--- config.mk ---
export PLATFORM = sky130hd
export DESIGN_NAME = rps_ctrl
export DESIGN_NICKNAME = d
export VERILOG_FILES = /design/src/verilog/rps_pkg.sv /design/src/verilog/rps_tick.sv /design/src/verilog/rps_selmem.sv /design/src/verilog/rps_ctrl.sv
export SDC_FILE = /design/constraint.sdc
export NUM_CORES = 1
export LEC_CHECK = 0
export ABC_AREA = 0
export BUFFER_PORTS_ARGS = -buffer_cell sky130_fd_sc_hd__buf_2
export CORE_ASPECT_RATIO = 1.75
export CORE_UTILIZATION = 30
export CTS_CLUSTER_SIZE = 40
export DETAILED_ROUTE_END_ITERATION = 10
export HOLD_SLACK_MARGIN = 0.12
export SLEW_MARGIN = 20
export SYNTH_ARGS = -nofsm -noshare
export SYNTH_HDL_FRONTEND = slang
export SYNTH_SLANG_ARGS = --single-unit
--- constraint.sdc ---
create_clock -name i_clk -period 5.9 [get_ports i_clk]
set_input_delay 0.885 -clock i_clk [delete_from_list [all_inputs] [get_ports i_clk]]
set_output_delay 0.885 -clock i_clk [all_outputs]
set_load 0.02 [all_outputs]
--- src/verilog/rps_pkg.sv ---
// Package of constants for the RF path select chain controller.
// Assumes a 40 MHz system clock and a simple strobe register port.
package rps_pkg;

	// System clock period in picoseconds.
	localparam int CLK_PERIOD_PS = 25000;

	// Fastest serial clock the switch units accept, in MHz.
	localparam int SCLK_MAX_MHZ = 20;
	// Shortest serial clock period in picoseconds, derived from the rate.
	localparam int SCLK_MIN_PERIOD_PS = 1000000 / SCLK_MAX_MHZ;
	// Least high and low times of the serial clock, in nanoseconds.
	localparam int SCLK_HIGH_MIN_NS = 8;
	localparam int SCLK_LOW_MIN_NS = 14;
	// Least latch gate pulse width and setup after the last rise, in ns.
	localparam int GATE_PULSE_MIN_NS = 8;
	localparam int GATE_SETUP_MIN_NS = 8;

	// Least times rounded up to whole system clock cycles.
	localparam int SCLK_HALF_CYC =
		(SCLK_MIN_PERIOD_PS / 2 + CLK_PERIOD_PS - 1) / CLK_PERIOD_PS;
	localparam int SCLK_HIGH_CYC =
		(SCLK_HIGH_MIN_NS * 1000 + CLK_PERIOD_PS - 1) / CLK_PERIOD_PS;
	localparam int SCLK_LOW_CYC =
		(SCLK_LOW_MIN_NS * 1000 + CLK_PERIOD_PS - 1) / CLK_PERIOD_PS;
	localparam int GATE_PULSE_CYC =
		(GATE_PULSE_MIN_NS * 1000 + CLK_PERIOD_PS - 1) / CLK_PERIOD_PS;
	localparam int GATE_SETUP_CYC =
		(GATE_SETUP_MIN_NS * 1000 + CLK_PERIOD_PS - 1) / CLK_PERIOD_PS;

	// Returns the larger of two counts.
	function automatic int max2(input int a, input int b);
		return (a > b) ? a : b;
	endfunction

	// One divider step covers every least phase time at once.
	localparam int PHASE_CYC = max2(max2(SCLK_HALF_CYC, SCLK_HIGH_CYC),
		max2(max2(SCLK_LOW_CYC, GATE_PULSE_CYC), GATE_SETUP_CYC));

	// Divider counter width and its terminal count.
	localparam int TICK_W = 4;
	localparam logic [TICK_W-1:0] TICK_LAST = TICK_W'(PHASE_CYC - 1);

	// Chain size: units held in the selection memory.
	localparam int UNIT_W = 4;
	localparam int MAX_UNITS = 16;
	// Throw index width: 0 means the first throw, 7 the eighth.
	localparam int THROW_W = 3;
	// Select bits sent per unit.
	localparam int SEL_BITS = 4;
	localparam logic [1:0] SEL_LAST = 2'h3;

	// Register port widths.
	localparam int ADDR_W = 8;
	localparam int DATA_W = 32;

	// Register byte addresses.
	localparam logic [ADDR_W-1:0] ADDR_CTRL = 8'h00;
	localparam logic [ADDR_W-1:0] ADDR_STATUS = 8'h04;
	localparam logic [ADDR_W-1:0] ADDR_UNITS = 8'h08;
	// Selection window: one word per unit from this base.
	localparam logic [1:0] WIN_TOP = 2'h1;

	// Control register fields and reset values.
	localparam int CTRL_GO_BIT = 0;
	localparam int CTRL_HOLD_BIT = 1;
	localparam logic CTRL_HOLD_RST = 1'b1;
	// Status register fields.
	localparam int STAT_BUSY_BIT = 0;
	localparam int STAT_DONE_BIT = 1;

	// Engine states.
	typedef enum logic [2:0] {
		ST_IDLE  = 3'h0,
		ST_LOAD  = 3'h1,
		ST_FETCH = 3'h2,
		ST_SLOW  = 3'h3,
		ST_SHIGH = 3'h4,
		ST_SGAP  = 3'h5,
		ST_SETUP = 3'h6,
		ST_GATE  = 3'h7
	} rps_state_t;

endpackage

--- src/verilog/rps_tick.sv ---
// Phase divider that paces the serial clock and latch gate.
// Assumes the caller holds i_run high for as long as a phase sequence lasts.
`timescale 1ns/1ps
`default_nettype none
module rps_tick (
	input wire logic i_clk,
	input wire logic i_rst,
	input wire logic i_ce,
	input wire logic i_run,
	output logic o_tick
);

	// Cycle counter within the present phase.
	logic [rps_pkg::TICK_W-1:0] cnt_reg;

	// The tick marks the last cycle of a phase.
	assign o_tick = i_run && (cnt_reg == rps_pkg::TICK_LAST);

	// Counts while running and restarts at every tick or when stopped.
	always_ff @(posedge i_clk) begin
		if (i_rst) begin
			cnt_reg <= '0;
		end else if (i_ce) begin
			if (!i_run || o_tick) begin
				cnt_reg <= '0;
			end else begin
				cnt_reg <= cnt_reg + 1'b1;
			end
		end
	end

endmodule // rps_tick
`default_nettype wire

--- src/verilog/rps_selmem.sv ---
// Small memory of throw selections, one entry per chained unit.
// Assumes one write port and one read port with a registered output.
`timescale 1ns/1ps
`default_nettype none
module rps_selmem (
	input wire logic i_clk,
	input wire logic i_ce,
	input wire logic i_we,
	input wire logic [rps_pkg::UNIT_W-1:0] i_waddr,
	input wire logic [rps_pkg::THROW_W-1:0] i_wdata,
	input wire logic [rps_pkg::UNIT_W-1:0] i_raddr,
	output logic [rps_pkg::THROW_W-1:0] o_rdata
);

	// Storage array; contents are undefined until software writes them.
	logic [rps_pkg::THROW_W-1:0] mem [rps_pkg::MAX_UNITS];

	// Writes and registered reads, both frozen while the enable is low.
	always_ff @(posedge i_clk) begin
		if (i_ce) begin
			if (i_we) begin
				mem[i_waddr] <= i_wdata;
			end
			o_rdata <= mem[i_raddr];
		end
	end

endmodule // rps_selmem
`default_nettype wire

--- src/verilog/rps_ctrl.sv ---
// Controller for a daisy chain of serially loaded eight-throw RF switches.
// Assumes a 40 MHz clock, a strobe register port and switch units on pins.
`timescale 1ns/1ps
`default_nettype none
module rps_ctrl (
	input wire logic i_clk,
	input wire logic i_rst,
	input wire logic i_ce,
	input wire logic [rps_pkg::ADDR_W-1:0] i_addr,
	input wire logic [rps_pkg::DATA_W-1:0] i_wdata,
	input wire logic i_wr,
	input wire logic i_rd,
	output logic [rps_pkg::DATA_W-1:0] o_rdata,
	output logic o_sdata,
	output logic o_sclk,
	output logic o_latch_gate,
	output logic o_hold
);

	// Engine state and its next value.
	rps_pkg::rps_state_t state_reg;
	rps_pkg::rps_state_t state_next;
	// Unit being sent; counts down from the farthest unit.
	logic [rps_pkg::UNIT_W-1:0] unit_reg;
	// Bit position within the present unit.
	logic [1:0] bit_reg;
	// Select bits of the present unit still to send, the next one in the low position.
	logic [rps_pkg::SEL_BITS-1:0] shift_reg;
	// Number of chained units minus one.
	logic [rps_pkg::UNIT_W-1:0] units_reg;
	// Hold level driven to the chain.
	logic hold_reg;
	// Completion flag, sticky until software clears it.
	logic done_reg;
	// Pin registers.
	logic sdata_reg;
	logic sclk_reg;
	logic gate_reg;
	// Register read data and a flag saying a window read is pending.
	logic [rps_pkg::DATA_W-1:0] rdata_reg;
	logic win_rd_reg;

	// Decoded register accesses.
	wire logic busy = (state_reg != rps_pkg::ST_IDLE);
	wire logic hit_ctrl = (i_addr == rps_pkg::ADDR_CTRL);
	wire logic hit_status = (i_addr == rps_pkg::ADDR_STATUS);
	wire logic hit_units = (i_addr == rps_pkg::ADDR_UNITS);
	wire logic hit_win = (i_addr[7:6] == rps_pkg::WIN_TOP) &&
		(i_addr[1:0] == 2'h0);
	wire logic [rps_pkg::UNIT_W-1:0] win_idx = i_addr[5:2];
	wire logic go = i_wr && hit_ctrl && i_wdata[rps_pkg::CTRL_GO_BIT] &&
		!busy;
	wire logic done_clr = i_wr && hit_status &&
		i_wdata[rps_pkg::STAT_DONE_BIT];
	// Selections may only change while the engine is idle.
	wire logic mem_we = i_wr && hit_win && !busy;

	// Memory read port: the engine owns it while busy.
	wire logic [rps_pkg::UNIT_W-1:0] mem_raddr = busy ? unit_reg : win_idx;
	wire logic [rps_pkg::THROW_W-1:0] mem_rdata;

	// Divider pacing and its run condition.
	wire logic tick;
	wire logic tick_run = (state_reg == rps_pkg::ST_SLOW) ||
		(state_reg == rps_pkg::ST_SHIGH) ||
		(state_reg == rps_pkg::ST_SETUP) ||
		(state_reg == rps_pkg::ST_GATE);

	// Encoding of a throw index into the four select bits.
	wire logic [1:0] grp_pos = mem_rdata[1:0];
	wire logic sel_b0 = !mem_rdata[2];
	wire logic sel_b1 = 1'b0;
	wire logic sel_b2 = !grp_pos[1];
	wire logic sel_b3 = grp_pos[1] ^ grp_pos[0];
	wire logic [rps_pkg::SEL_BITS-1:0] sel_word =
		{sel_b3, sel_b2, sel_b1, sel_b0};

	// Bookkeeping for the end of a unit and of the chain.
	wire logic last_bit = (bit_reg == rps_pkg::SEL_LAST);
	wire logic last_unit = (unit_reg == '0);

	// Read data for the plain registers.
	wire logic [rps_pkg::DATA_W-1:0] rd_ctrl =
		{{(rps_pkg::DATA_W-2){1'b0}}, hold_reg, 1'b0};
	wire logic [rps_pkg::DATA_W-1:0] rd_status =
		{{(rps_pkg::DATA_W-2){1'b0}}, done_reg, busy};
	wire logic [rps_pkg::DATA_W-1:0] rd_units =
		{{(rps_pkg::DATA_W-rps_pkg::UNIT_W){1'b0}}, units_reg};
	wire logic [rps_pkg::DATA_W-1:0] rd_mux =
		hit_ctrl ? rd_ctrl :
		hit_status ? rd_status :
		hit_units ? rd_units : '0;

	// Phase divider shared by clock phases, gate setup and gate pulse.
	rps_tick u_tick (
		.i_clk(i_clk),
		.i_rst(i_rst),
		.i_ce(i_ce),
		.i_run(tick_run),
		.o_tick(tick)
	);

	// Throw selections for every unit of the chain.
	rps_selmem u_selmem (
		.i_clk(i_clk),
		.i_ce(i_ce),
		.i_we(mem_we),
		.i_waddr(win_idx),
		.i_wdata(i_wdata[rps_pkg::THROW_W-1:0]),
		.i_raddr(mem_raddr),
		.o_rdata(mem_rdata)
	);

	// Window reads while idle come from the memory register, others from rdata_reg.
	assign o_rdata = win_rd_reg ?
		{{(rps_pkg::DATA_W-rps_pkg::THROW_W){1'b0}}, mem_rdata} : rdata_reg;
	assign o_sdata = sdata_reg;
	assign o_sclk = sclk_reg;
	assign o_latch_gate = gate_reg;
	assign o_hold = hold_reg;

	// Next state of the load engine.
	always_comb begin
		state_next = state_reg;
		case (state_reg)
			// Waits for software to start a load.
			rps_pkg::ST_IDLE: begin
				if (go) begin
					state_next = rps_pkg::ST_LOAD;
				end
			end
			// Presents the unit number to the memory.
			rps_pkg::ST_LOAD: begin
				state_next = rps_pkg::ST_FETCH;
			end
			// Takes the encoded bits and puts out the first one.
			rps_pkg::ST_FETCH: begin
				state_next = rps_pkg::ST_SLOW;
			end
			// Serial clock low with data settling.
			rps_pkg::ST_SLOW: begin
				if (tick) begin
					state_next = rps_pkg::ST_SHIGH;
				end
			end
			// Serial clock high; the far end samples on entry.
			rps_pkg::ST_SHIGH: begin
				if (tick) begin
					if (!last_bit) begin
						state_next = rps_pkg::ST_SGAP;
					end else if (!last_unit) begin
						state_next = rps_pkg::ST_LOAD;
					end else begin
						state_next = rps_pkg::ST_SETUP;
					end
				end
			end
			// One cycle after the fall before data may change.
			rps_pkg::ST_SGAP: begin
				state_next = rps_pkg::ST_SLOW;
			end
			// Gate setup time after the last rising edge.
			rps_pkg::ST_SETUP: begin
				if (tick) begin
					state_next = rps_pkg::ST_GATE;
				end
			end
			// Gate high pulse, then back to idle.
			rps_pkg::ST_GATE: begin
				if (tick) begin
					state_next = rps_pkg::ST_IDLE;
				end
			end
			default: begin
				state_next = rps_pkg::ST_IDLE;
			end
		endcase
	end

	// State register.
	always_ff @(posedge i_clk) begin
		if (i_rst) begin
			state_reg <= rps_pkg::ST_IDLE;
		end else if (i_ce) begin
			state_reg <= state_next;
		end
	end

	// Unit and bit counters: farthest unit first, bit 0 first.
	always_ff @(posedge i_clk) begin
		if (i_rst) begin
			unit_reg <= '0;
			bit_reg <= '0;
		end else if (i_ce) begin
			if (go) begin
				unit_reg <= units_reg;
			end else if (state_reg == rps_pkg::ST_FETCH) begin
				bit_reg <= '0;
			end else if (state_reg == rps_pkg::ST_SGAP) begin
				bit_reg <= bit_reg + 1'b1;
			end else if (state_reg == rps_pkg::ST_SHIGH && tick &&
				last_bit && !last_unit) begin
				unit_reg <= unit_reg - 1'b1;
			end
		end
	end

	// Select bit shifter and serial data pin.
	always_ff @(posedge i_clk) begin
		if (i_rst) begin
			shift_reg <= '0;
			sdata_reg <= 1'b0;
		end else if (i_ce) begin
			if (state_reg == rps_pkg::ST_FETCH) begin
				// Four bits per unit, bit 0 leads.
				shift_reg <= sel_word >> 1;
				sdata_reg <= sel_word[0];
			end else if (state_reg == rps_pkg::ST_SGAP) begin
				// Data moves a cycle after the fall, keeping hold time.
				shift_reg <= shift_reg >> 1;
				sdata_reg <= shift_reg[0];
			end
		end
	end

	// Serial clock pin, paced by the phase divider.
	always_ff @(posedge i_clk) begin
		if (i_rst) begin
			sclk_reg <= 1'b0;
		end else if (i_ce) begin
			if (state_reg == rps_pkg::ST_SLOW && tick) begin
				sclk_reg <= 1'b1;
			end else if (state_reg == rps_pkg::ST_SHIGH && tick) begin
				sclk_reg <= 1'b0;
			end
		end
	end

	// Latch gate pin: low while shifting, one pulse after the chain.
	always_ff @(posedge i_clk) begin
		if (i_rst) begin
			gate_reg <= 1'b0;
		end else if (i_ce) begin
			if (state_reg == rps_pkg::ST_SETUP && tick) begin
				gate_reg <= 1'b1;
			end else if (state_reg == rps_pkg::ST_GATE && tick) begin
				gate_reg <= 1'b0;
			end
		end
	end

	// Software registers: hold level, unit count and done flag.
	always_ff @(posedge i_clk) begin
		if (i_rst) begin
			hold_reg <= rps_pkg::CTRL_HOLD_RST;
			units_reg <= '0;
			done_reg <= 1'b0;
		end else if (i_ce) begin
			if (i_wr && hit_ctrl) begin
				hold_reg <= i_wdata[rps_pkg::CTRL_HOLD_BIT];
			end
			if (i_wr && hit_units && !busy) begin
				units_reg <= i_wdata[rps_pkg::UNIT_W-1:0];
			end
			// Completion sets the flag and wins over a clear.
			if (state_reg == rps_pkg::ST_GATE && tick) begin
				done_reg <= 1'b1;
			end else if (done_clr) begin
				done_reg <= 1'b0;
			end
		end
	end

	// Read data register, valid in the cycle after the strobe only.
	always_ff @(posedge i_clk) begin
		if (i_rst) begin
			rdata_reg <= '0;
			win_rd_reg <= 1'b0;
		end else if (i_ce) begin
			rdata_reg <= i_rd ? rd_mux : '0;
			win_rd_reg <= i_rd && hit_win && !busy;
		end
	end

endmodule // rps_ctrl
`default_nettype wire

==> run metrics, run 1 <==
drt wl/cell=16.82 µm; Hold Buf Count CTS=0; Final ANT Viol Nets=0; worst hold margin=0.4597 ns; FF+latch area=2132 µm²; mux share of post-synthesis cell area=5.344%; largest register by flop count=u_selmem.mem; pwr dens=275.4 nW/µm²; post-layout net count=440; vias in the first global route=2,863; Tcrit/Tclk final=56.11%; Crit. End Element=register; Adder-Cell Fraction of Synth Area=1.250%; Largest register FFs=48; DP Cell Count=551; main combinational cell family by area after synthesis=simple AND/OR/NAND/NOR gates; unrepaired setup endpoints after global routing=false; Cell variety after synth=59; # setup viols final=0; Top FF cell, synth=edfxtp_1; drt initial violations=142; Layout Area Growth over Synthesis=10.66%; DRC viols=0; Arr. time, crit path=3.39 ns; pin slew with the least headroom to its limit=0.7443 ns; Reg clk slew, reported paths=0.07 ns; synthesized area=4004 µm²; row cnt=55; CP Launch Type=primary input; die height=154.8 µm; Leak=1.582 nW; core area=13,010 µm²; MaxCap Viol Count=0; Final Hold Fails=0; Setup Buffers After CTS=0; # IOs=81; EDFF count, synth=51; Synth Area in Simple Gates=16.94%; Seq/Total Area, Yosys=53.25%; gr usage total=14.46%; initial antenna violation count=0; hpwl dp=6.973 mm; Post-Route WL=9.538 mm; multi-input logic area=1638 µm²; Yosys reg bits=81; CTS tree=built; Period minus WS final=3.310 ns; Die Area=13,830 µm²; XOR/XNOR Fraction of Synth Area=0.8750%; Power, Total=0.001220 W; Slew Viols, Final=0; clock buffer count from CTS=9; critical path class=in -> reg; Synthesis Warnings=0; vias per cell=5.044; reg-to-reg slack, setup=2.67 ns; DRT Pass-1 Iters=4; FMAX=0.3021 GHz; worst hold path class=reg -> reg; first-pass GRT wire length=14.56 mm; PortBufs=24; Syn Inst Count=374; Die Wd=89.33 µm; Clock Tree Buf Depth=2; outcome=finished clean; Clock Tree Root=clkbuf_16; worst-skew pair later-pin latency=0.35 ns; H-tree Lvls=3; Worst Skew=0.008326 ns; Layout Cells excl Fill=567; final weighted congestion in routability-driven placement=0.8156; Ant. Diodes=0; Async SR Flop Fraction=0%; Initial Util=30.78%; Clock Sinks=81; Post-CTS Resized=0; gr ovfl total=0; Worst EP required=5.98 ns; largest net degree at the start of global routing=29; slew margin rel.=50.27%; crit path max fanout=24; Mapped Avg Cell Area=10.71 µm²; fillers=1,303; Synth Area in Compound Gates=13.87%; IR drop worst, VDD=0.1626 mV; DR vias=2,860; Post-Route Setup TNS=0 ns; layout cell share with drive strength beyond 1=16.16%
## Yosys cell counts (7+ instances only)
cell type	n	area (µm²)
and3_1	9	56.30
a21oi_1	17	85.08
inv_1	7	26.28
mux2i_1	9	90.09
o21ai_0	14	70.07
a211o_1	7	61.31
clkbuf_1	11	41.29
buf_4	28	210.2
nand2b_1	7	43.79
nand2_1	31	116.4
edfxtp_1	51	1531
nand4_1	8	50.05
dfxtp_1	30	600.6
nor3_1	10	50.05
nor2_1	37	138.9
mux2_2	11	123.9
## critical path: stages
cell	delay, ns
buf_2	0.19
or4b_4	0.61
nand2_2	0.46
mux2_2	0.41
o311a_1	0.34
or4_1	0.49
## final cells by class
class / instances / share of cell area (%)
clock inverters: 7 / 1.356
clock buffers: 9 / 5.083
flip-flops and latches: 81 / 48.12
inverters: 7 / 0.5931
well taps: 171 / 4.829
repair buffers: 26 / 3.050
multi-input cells: 266 / 36.97
## per-layer routing
layer | track usage (%) | wire length, µm | vias to the layer above
met2 | 28.06 | 5452 | 86
met5 | 0 | 0 | -
li1 | - | - | 1368
met3 | 2.828 | 378 | 22
met4 | 8.239 | 379 | 0
met1 | 13.20 | 3327 | 1384
## cells in the final DEF (no fill, tap or decap), types with 7 or more instances in the layout
cell       instances
edfxtp_1          51
nor2_1            37
nand2_1           31
dfxtp_1           30
conb_1            28
buf_2             24
a21oi_1           17
o21ai_0           14
mux2_2            11
nor3_1            10
mux2i_1            9
and3_1             9
clkbuf_16          9
nand4_1            8
inv_1              7
nand2b_1           7
a211o_1            7
## path summary, 6_finish.rpt
kind / from / endpoint / cells past startpoint
max: i_addr[3] / u_selmem.o_rdata[1] / 6
min: shift_reg[0] / shift_reg[0] / 2
max reg2reg: state_reg[1] / u_selmem.o_rdata[1] / 5
min reg2reg: shift_reg[0] / shift_reg[0] / 2
## stage by stage
step / instance area (µm²) / utilization [%] / setup WS (ns)
after global placement: 4145 / 31.87 / 2.246
after global routing: 4431 / 34.06 / 2.526
after floorplan: 4105 / - / 2.679
final: 4431 / 34.06 / 2.590
after detailed placement: 4145 / 31.87 / 2.219
after CTS: 4431 / 34.06 / 2.585
## power by group
| part | switching (W) | total [W] | internal [W] |
|---|---|---|---|
| logic | 0.0000578 | 0.0000785 | 0.0000208 |
| clock network | 0.000243 | 0.000535 | 0.000292 |
| registers | 0.00000224 | 0.000607 | 0.000604 |
| total | 0.000303 | 0.00122 | 0.000917 |
## cells by family (layout without fill, tap and decap cells)
kind of cell	after synthesis	after routing
XOR/XNOR	4	4
multiplexers	20	20
other	1	28
AND/OR/NAND/NOR	132	132
flip-flops	81	81
adder cells (fa/ha/maj)	4	4
buffers and inverters	54	49
AO/OA/AOI/OAI	78	78
Power figures use the tool's default switching activity.
==> inputs of run 2 (changes only) <==
==> constraint.sdc (replaced) <==
create_clock -name i_clk -period 3 [get_ports i_clk]
set_input_delay 0.45 -clock i_clk [delete_from_list [all_inputs] [get_ports i_clk]]
set_output_delay 0.45 -clock i_clk [all_outputs]
set_load 0.02 [all_outputs]
==> run metrics, run 2 (synthesized netlist as in run 1, its figures left out) <==
row cnt=55; worst setup path start=state_reg[0]; Reg clk slew, reported paths=0.06 ns; Post-Route Setup TNS=0 ns; Worst Skew=0.005307 ns; Power, Total=0.002540 W; largest net degree at the start of global routing=29; PortBufs=24; IR drop worst, VDD=0.2266 mV; Arr. time, crit path=2.73 ns; unrepaired setup endpoints after global routing=false; leading cell type in the layout, fill and taps excluded=edfxtp_1; Worst Hold Depth=3; Worst Reg-to-Reg Cells=5; CP Launch Type=register; Worst Setup EP=u_selmem.o_rdata[2]; Leak=1.646 nW; Post-Route WL=9.453 mm; Tcrit/Tclk final=88.81%; first-pass GRT wire length=14.27 mm; Crit. End Element=register; Post-CTS Resized=0; Ant. Diodes=0; reg2reg start=state_reg[0]; pwr dens=559.6 nW/µm²; Setup Buffers After CTS=0; clock buffer count from CTS=9; Initial Util=30.78%; Final ANT Viol Nets=0; Layout Cells excl Fill=576; worst hold path class=in -> reg; vias in the first global route=2,850; die height=154.8 µm; gr ovfl total=0; DR vias=2,891; FMAX=0.3753 GHz; drt initial violations=188; vias per cell=5.019; Die Wd=89.33 µm; Die Area=13,830 µm²; Worst EP required=3.06 ns; fillers=1,280; # setup viols final=0; DRC viols=0; pin slew with the least headroom to its limit=0.6828 ns; dpl cell area=4213 µm²; post-layout net count=449; critical path class=reg -> reg; layout cell share with drive strength beyond 1=18.02%; Final Hold Fails=0; worst-skew pair later-pin latency=0.34 ns; DP Cell Count=560; FF-to-FF End=u_selmem.o_rdata[2]; drt wl/cell=16.41 µm; DRT Pass-1 Iters=4; # IOs=81; crit path max fanout=7; hpwl dp=7.101 mm; Layout Area Growth over Synthesis=13.37%; initial antenna violation count=0; reg-to-reg slack, setup=0.34 ns; Slew Viols, Final=0; Hold Buf Count CTS=0; MaxCap Viol Count=0; H-tree Lvls=3; outcome=finished clean; Clock Tree Root=clkbuf_16; largest register by flop count=u_selmem.mem; commonest cells after routing, fill and taps aside=edfxtp_1, nor2_1, nand2_1, dfxtp_1, conb_1; Largest register FFs=48; gr usage total=14.16%; final weighted congestion in routability-driven placement=0.8673; Clock Sinks=81; slew margin rel.=54.43%; worst hold margin=0.3617 ns; Clock Tree Buf Depth=2; Period minus WS final=2.664 ns; CTS tree=built; Design Area, Final=4539 µm²; core area=13,010 µm²
==> run 2: metal layers <==
| layer | wire length (µm) | vias to the layer above | share of wire, % | global-route usage, % |
|---|---|---|---|---|
| met5 | 0 | - | 0 | 0 |
| met4 | 458 | 0 | 4.8 | 8.541 |
| met3 | 268 | 29 | 2.8 | 2.401 |
| met2 | 5353 | 89 | 57 | 27.12 |
| met1 | 3373 | 1395 | 36 | 13.28 |
| li1 | - | 1378 | - | - |
==> run 2: cell type report <==
cell class / instances / area [µm²] / area share (%)
Multi-Input combinational cell: 266 / 1638 / 36.08
Clock inverter: 7 / 101.3 / 2.233
Clock buffer: 9 / 225.2 / 4.961
Inverter: 7 / 26.28 / 0.5788
Timing Repair Buffer: 35 / 202.7 / 4.465
Sequential cell: 81 / 2132 / 46.97
Tap cell: 171 / 214.0 / 4.713
==> run 2: worst min path at each step <==
| stage | startpoint | to | slack [ns] |
|---|---|---|---|
| 2_1_floorplan | shift_reg[0] | shift_reg[0] | 0.43 |
| 3_3_place_gp | bit_reg[1] | bit_reg[1] | 0.44 |
| 3_5_place_dp | shift_reg[0] | shift_reg[0] | 0.45 |
| 4_1_cts | i_wdata[3] | units_reg[3] | 0.35 |
| 5_1_grt | i_wdata[3] | units_reg[3] | 0.36 |
| 6_report | i_wdata[3] | units_reg[3] | 0.36 |
==> run 2: power breakdown <==
group	internal [W]	total, W	switching [W]
combinational	0.0000472	0.000163	0.000116
clock	0.000738	0.00118	0.000445
sequential	0.00119	0.00119	0.00000464
total	0.00197	0.00254	0.000566
==> run 2: metrics by stage <==
step	worst slack [ns]	utilization [%]
6_report	0.3358	34.90
5_1_grt	0.2597	34.90
4_1_cts	0.3360	34.90
3_5_place_dp	0.2698	32.39
3_3_place_gp	0.2954	32.39
2_1_floorplan	0.2136	-
==> run 2: worst max-delay path, cell delays in order (launching register included) <==
cell     delay, ns
dfxtp_1       0.42
or4b_4        0.59
nand2_2       0.17
mux2_2        0.39
o311a_1       0.31
or4_1         0.51
==> inputs of run 3 (changes only) <==
--- a/config.mk
+++ b/config.mk
@@ -7,7 +7,6 @@
 export LEC_CHECK = 0
 export ABC_AREA = 0
 export BUFFER_PORTS_ARGS = -buffer_cell sky130_fd_sc_hd__buf_2
-export CORE_ASPECT_RATIO = 1.75
 export CORE_UTILIZATION = 30
 export CTS_CLUSTER_SIZE = 40
 export DETAILED_ROUTE_END_ITERATION = 10
==> run metrics, run 3 (synthesized netlist as in run 1, its figures left out) <==
vias per cell=4.962; PnR worst setup slack=0.2330 ns; pin slew with the least headroom to its limit=0.6910 ns; CP Launch Type=register; Slew Viols, Final=0; Layout Area Growth over Synthesis=13.03%; crit path max fanout=18; H-tree Lvls=3; largest net degree at the start of global routing=29; Layout Cells excl Fill=577; Reg clk slew, reported paths=0.06 ns; Hold Buf Count CTS=0; leading cell type in the layout, fill and taps excluded=edfxtp_1; grt peak-use layer=met2; layout cell share with drive strength beyond 1=17.78%; DRC viols=0; Initial Util=31.22%; Leak=1.635 nW; Clock Tree Buf Depth=2; worst slack at placement=0.1857 ns; DR vias=2,863; pwr dens=549.0 nW/µm²; row cnt=41; slew margin rel.=53.82%; FMAX=0.3614 GHz; Largest register FFs=48; unrepaired setup endpoints after global routing=false; CTS tree=built; hpwl dp=6.118 mm; commonest cells after routing, fill and taps aside=edfxtp_1, nor2_1, nand2_1, dfxtp_1, conb_1; # IOs=81; drt wl/cell=14.94 µm; Period minus WS final=2.767 ns; Crit. End Element=register; Post-Route WL=8.618 mm; Ant. Diodes=0; met2 Resource Use GR=22.08%; Die Wd=117.5 µm; worst-skew pair later-pin latency=0.34 ns; largest register by flop count=u_selmem.mem; gr usage total=13.25%; met3 GRT Util=2.859%; reg-to-reg slack, setup=0.23 ns; Clock Sinks=81; critical path class=reg -> reg; drt initial violations=170; HP Start=i_wdata[3]; GR Util met1=15.90%; initial antenna violation count=0; hold worst-path end=units_reg[3]; first-pass GRT wire length=14.13 mm; gr ovfl total=0; Clock Tree Root=clkbuf_16; DP Cell Count=561; Worst Skew=0.004285 ns; Worst Reg-to-Reg Cells=5; final core utilization=35.29%; Post-Route Setup TNS=0 ns; PortBufs=24; FF-to-FF End=u_selmem.o_rdata[2]; Tcrit/Tclk final=92.23%; outcome=finished clean; IR drop worst, VDD=0.3147 mV; clock buffer count from CTS=9; Post-CTS Resized=0; worst hold path class=in -> reg; DRT Pass-1 Iters=4; die height=117.5 µm; Die Area=13,810 µm²; Arr. time, crit path=2.83 ns; Setup Buffers After CTS=0; Final ANT Viol Nets=0; Worst EP required=3.06 ns; post-layout net count=449; vias in the first global route=2,816; final weighted congestion in routability-driven placement=0.8168; MaxCap Viol Count=0; Worst Hold Depth=3; reg2reg start=state_reg[0]; # setup viols final=0; Final Hold Fails=0; core area=12,820 µm²
==> run 3: cell count changes in the layout (fill, tap and decap cells not counted), sizes merged <==
cell      delta
clkbuf       +1
clkinv       +1
inv          -3
clkinvlp     +1
==> run 3: worst max-delay path by stage <==
| stage | endpoint | cells after the start | start | slack [ns] |
|---|---|---|---|---|
| after floorplan | u_selmem.o_rdata[0] | 8 | i_addr[3] | 0.21 |
| after detailed placement | u_selmem.o_rdata[2] | 6 | i_addr[2] | 0.19 |
| after global routing | u_selmem.o_rdata[2] | 5 | state_reg[0] | 0.15 |
| after global placement | u_selmem.o_rdata[2] | 6 | i_addr[3] | 0.19 |
| after CTS | u_selmem.o_rdata[2] | 5 | state_reg[0] | 0.27 |
| final | u_selmem.o_rdata[2] | 5 | state_reg[0] | 0.23 |
==> run 3: layout make-up <==
| class | count | area, µm² |
|---|---|---|
| Inverter | 7 | 26.28 |
| Clock buffer | 10 | 229.0 |
| Fill cell | 1301 | 8299 |
| Clock inverter | 6 | 82.58 |
| Sequential cell | 81 | 2132 |
| Multi-Input combinational cell | 266 | 1638 |
| Tap cell | 172 | 215.2 |
| Timing Repair Buffer | 35 | 202.7 |
==> run 3: through the flow <==
stage	total power (W)	hold slack, ns	instance area (µm²)
after floorplan	0.001354	0.4323	4105
after global placement	0.001374	0.4432	4214
after detailed placement	0.001376	0.4538	4214
after CTS	0.002506	0.3443	4526
after global routing	0.002578	0.3738	4526
final	0.002485	0.3524	4526
==> run 3: critical path, stage by stage (launching register included) <==
cell	delay, ns
dfxtp_1	0.39
buf_4	0.23
o31a_1	0.42
nor2_2	0.56
a221oi_1	0.26
or4_1	0.62
==> run 3: power by group <==
part / leakage, nW / internal (W) / total, W / switching (W)
logic: 0.784 / 0.0000463 / 0.000159 / 0.000113
registers: 0.703 / 0.00119 / 0.00119 / 0.00000402
clock network: 0.148 / 0.000723 / 0.00113 / 0.000409
==> run 3: per-layer routing <==
metal / up-vias / share of wire [%]
met1: 1373 / 44
met5: - / 0
met4: 0 / 3.5
met3: 21 / 4.4
li1: 1387 / -
met2: 82 / 48
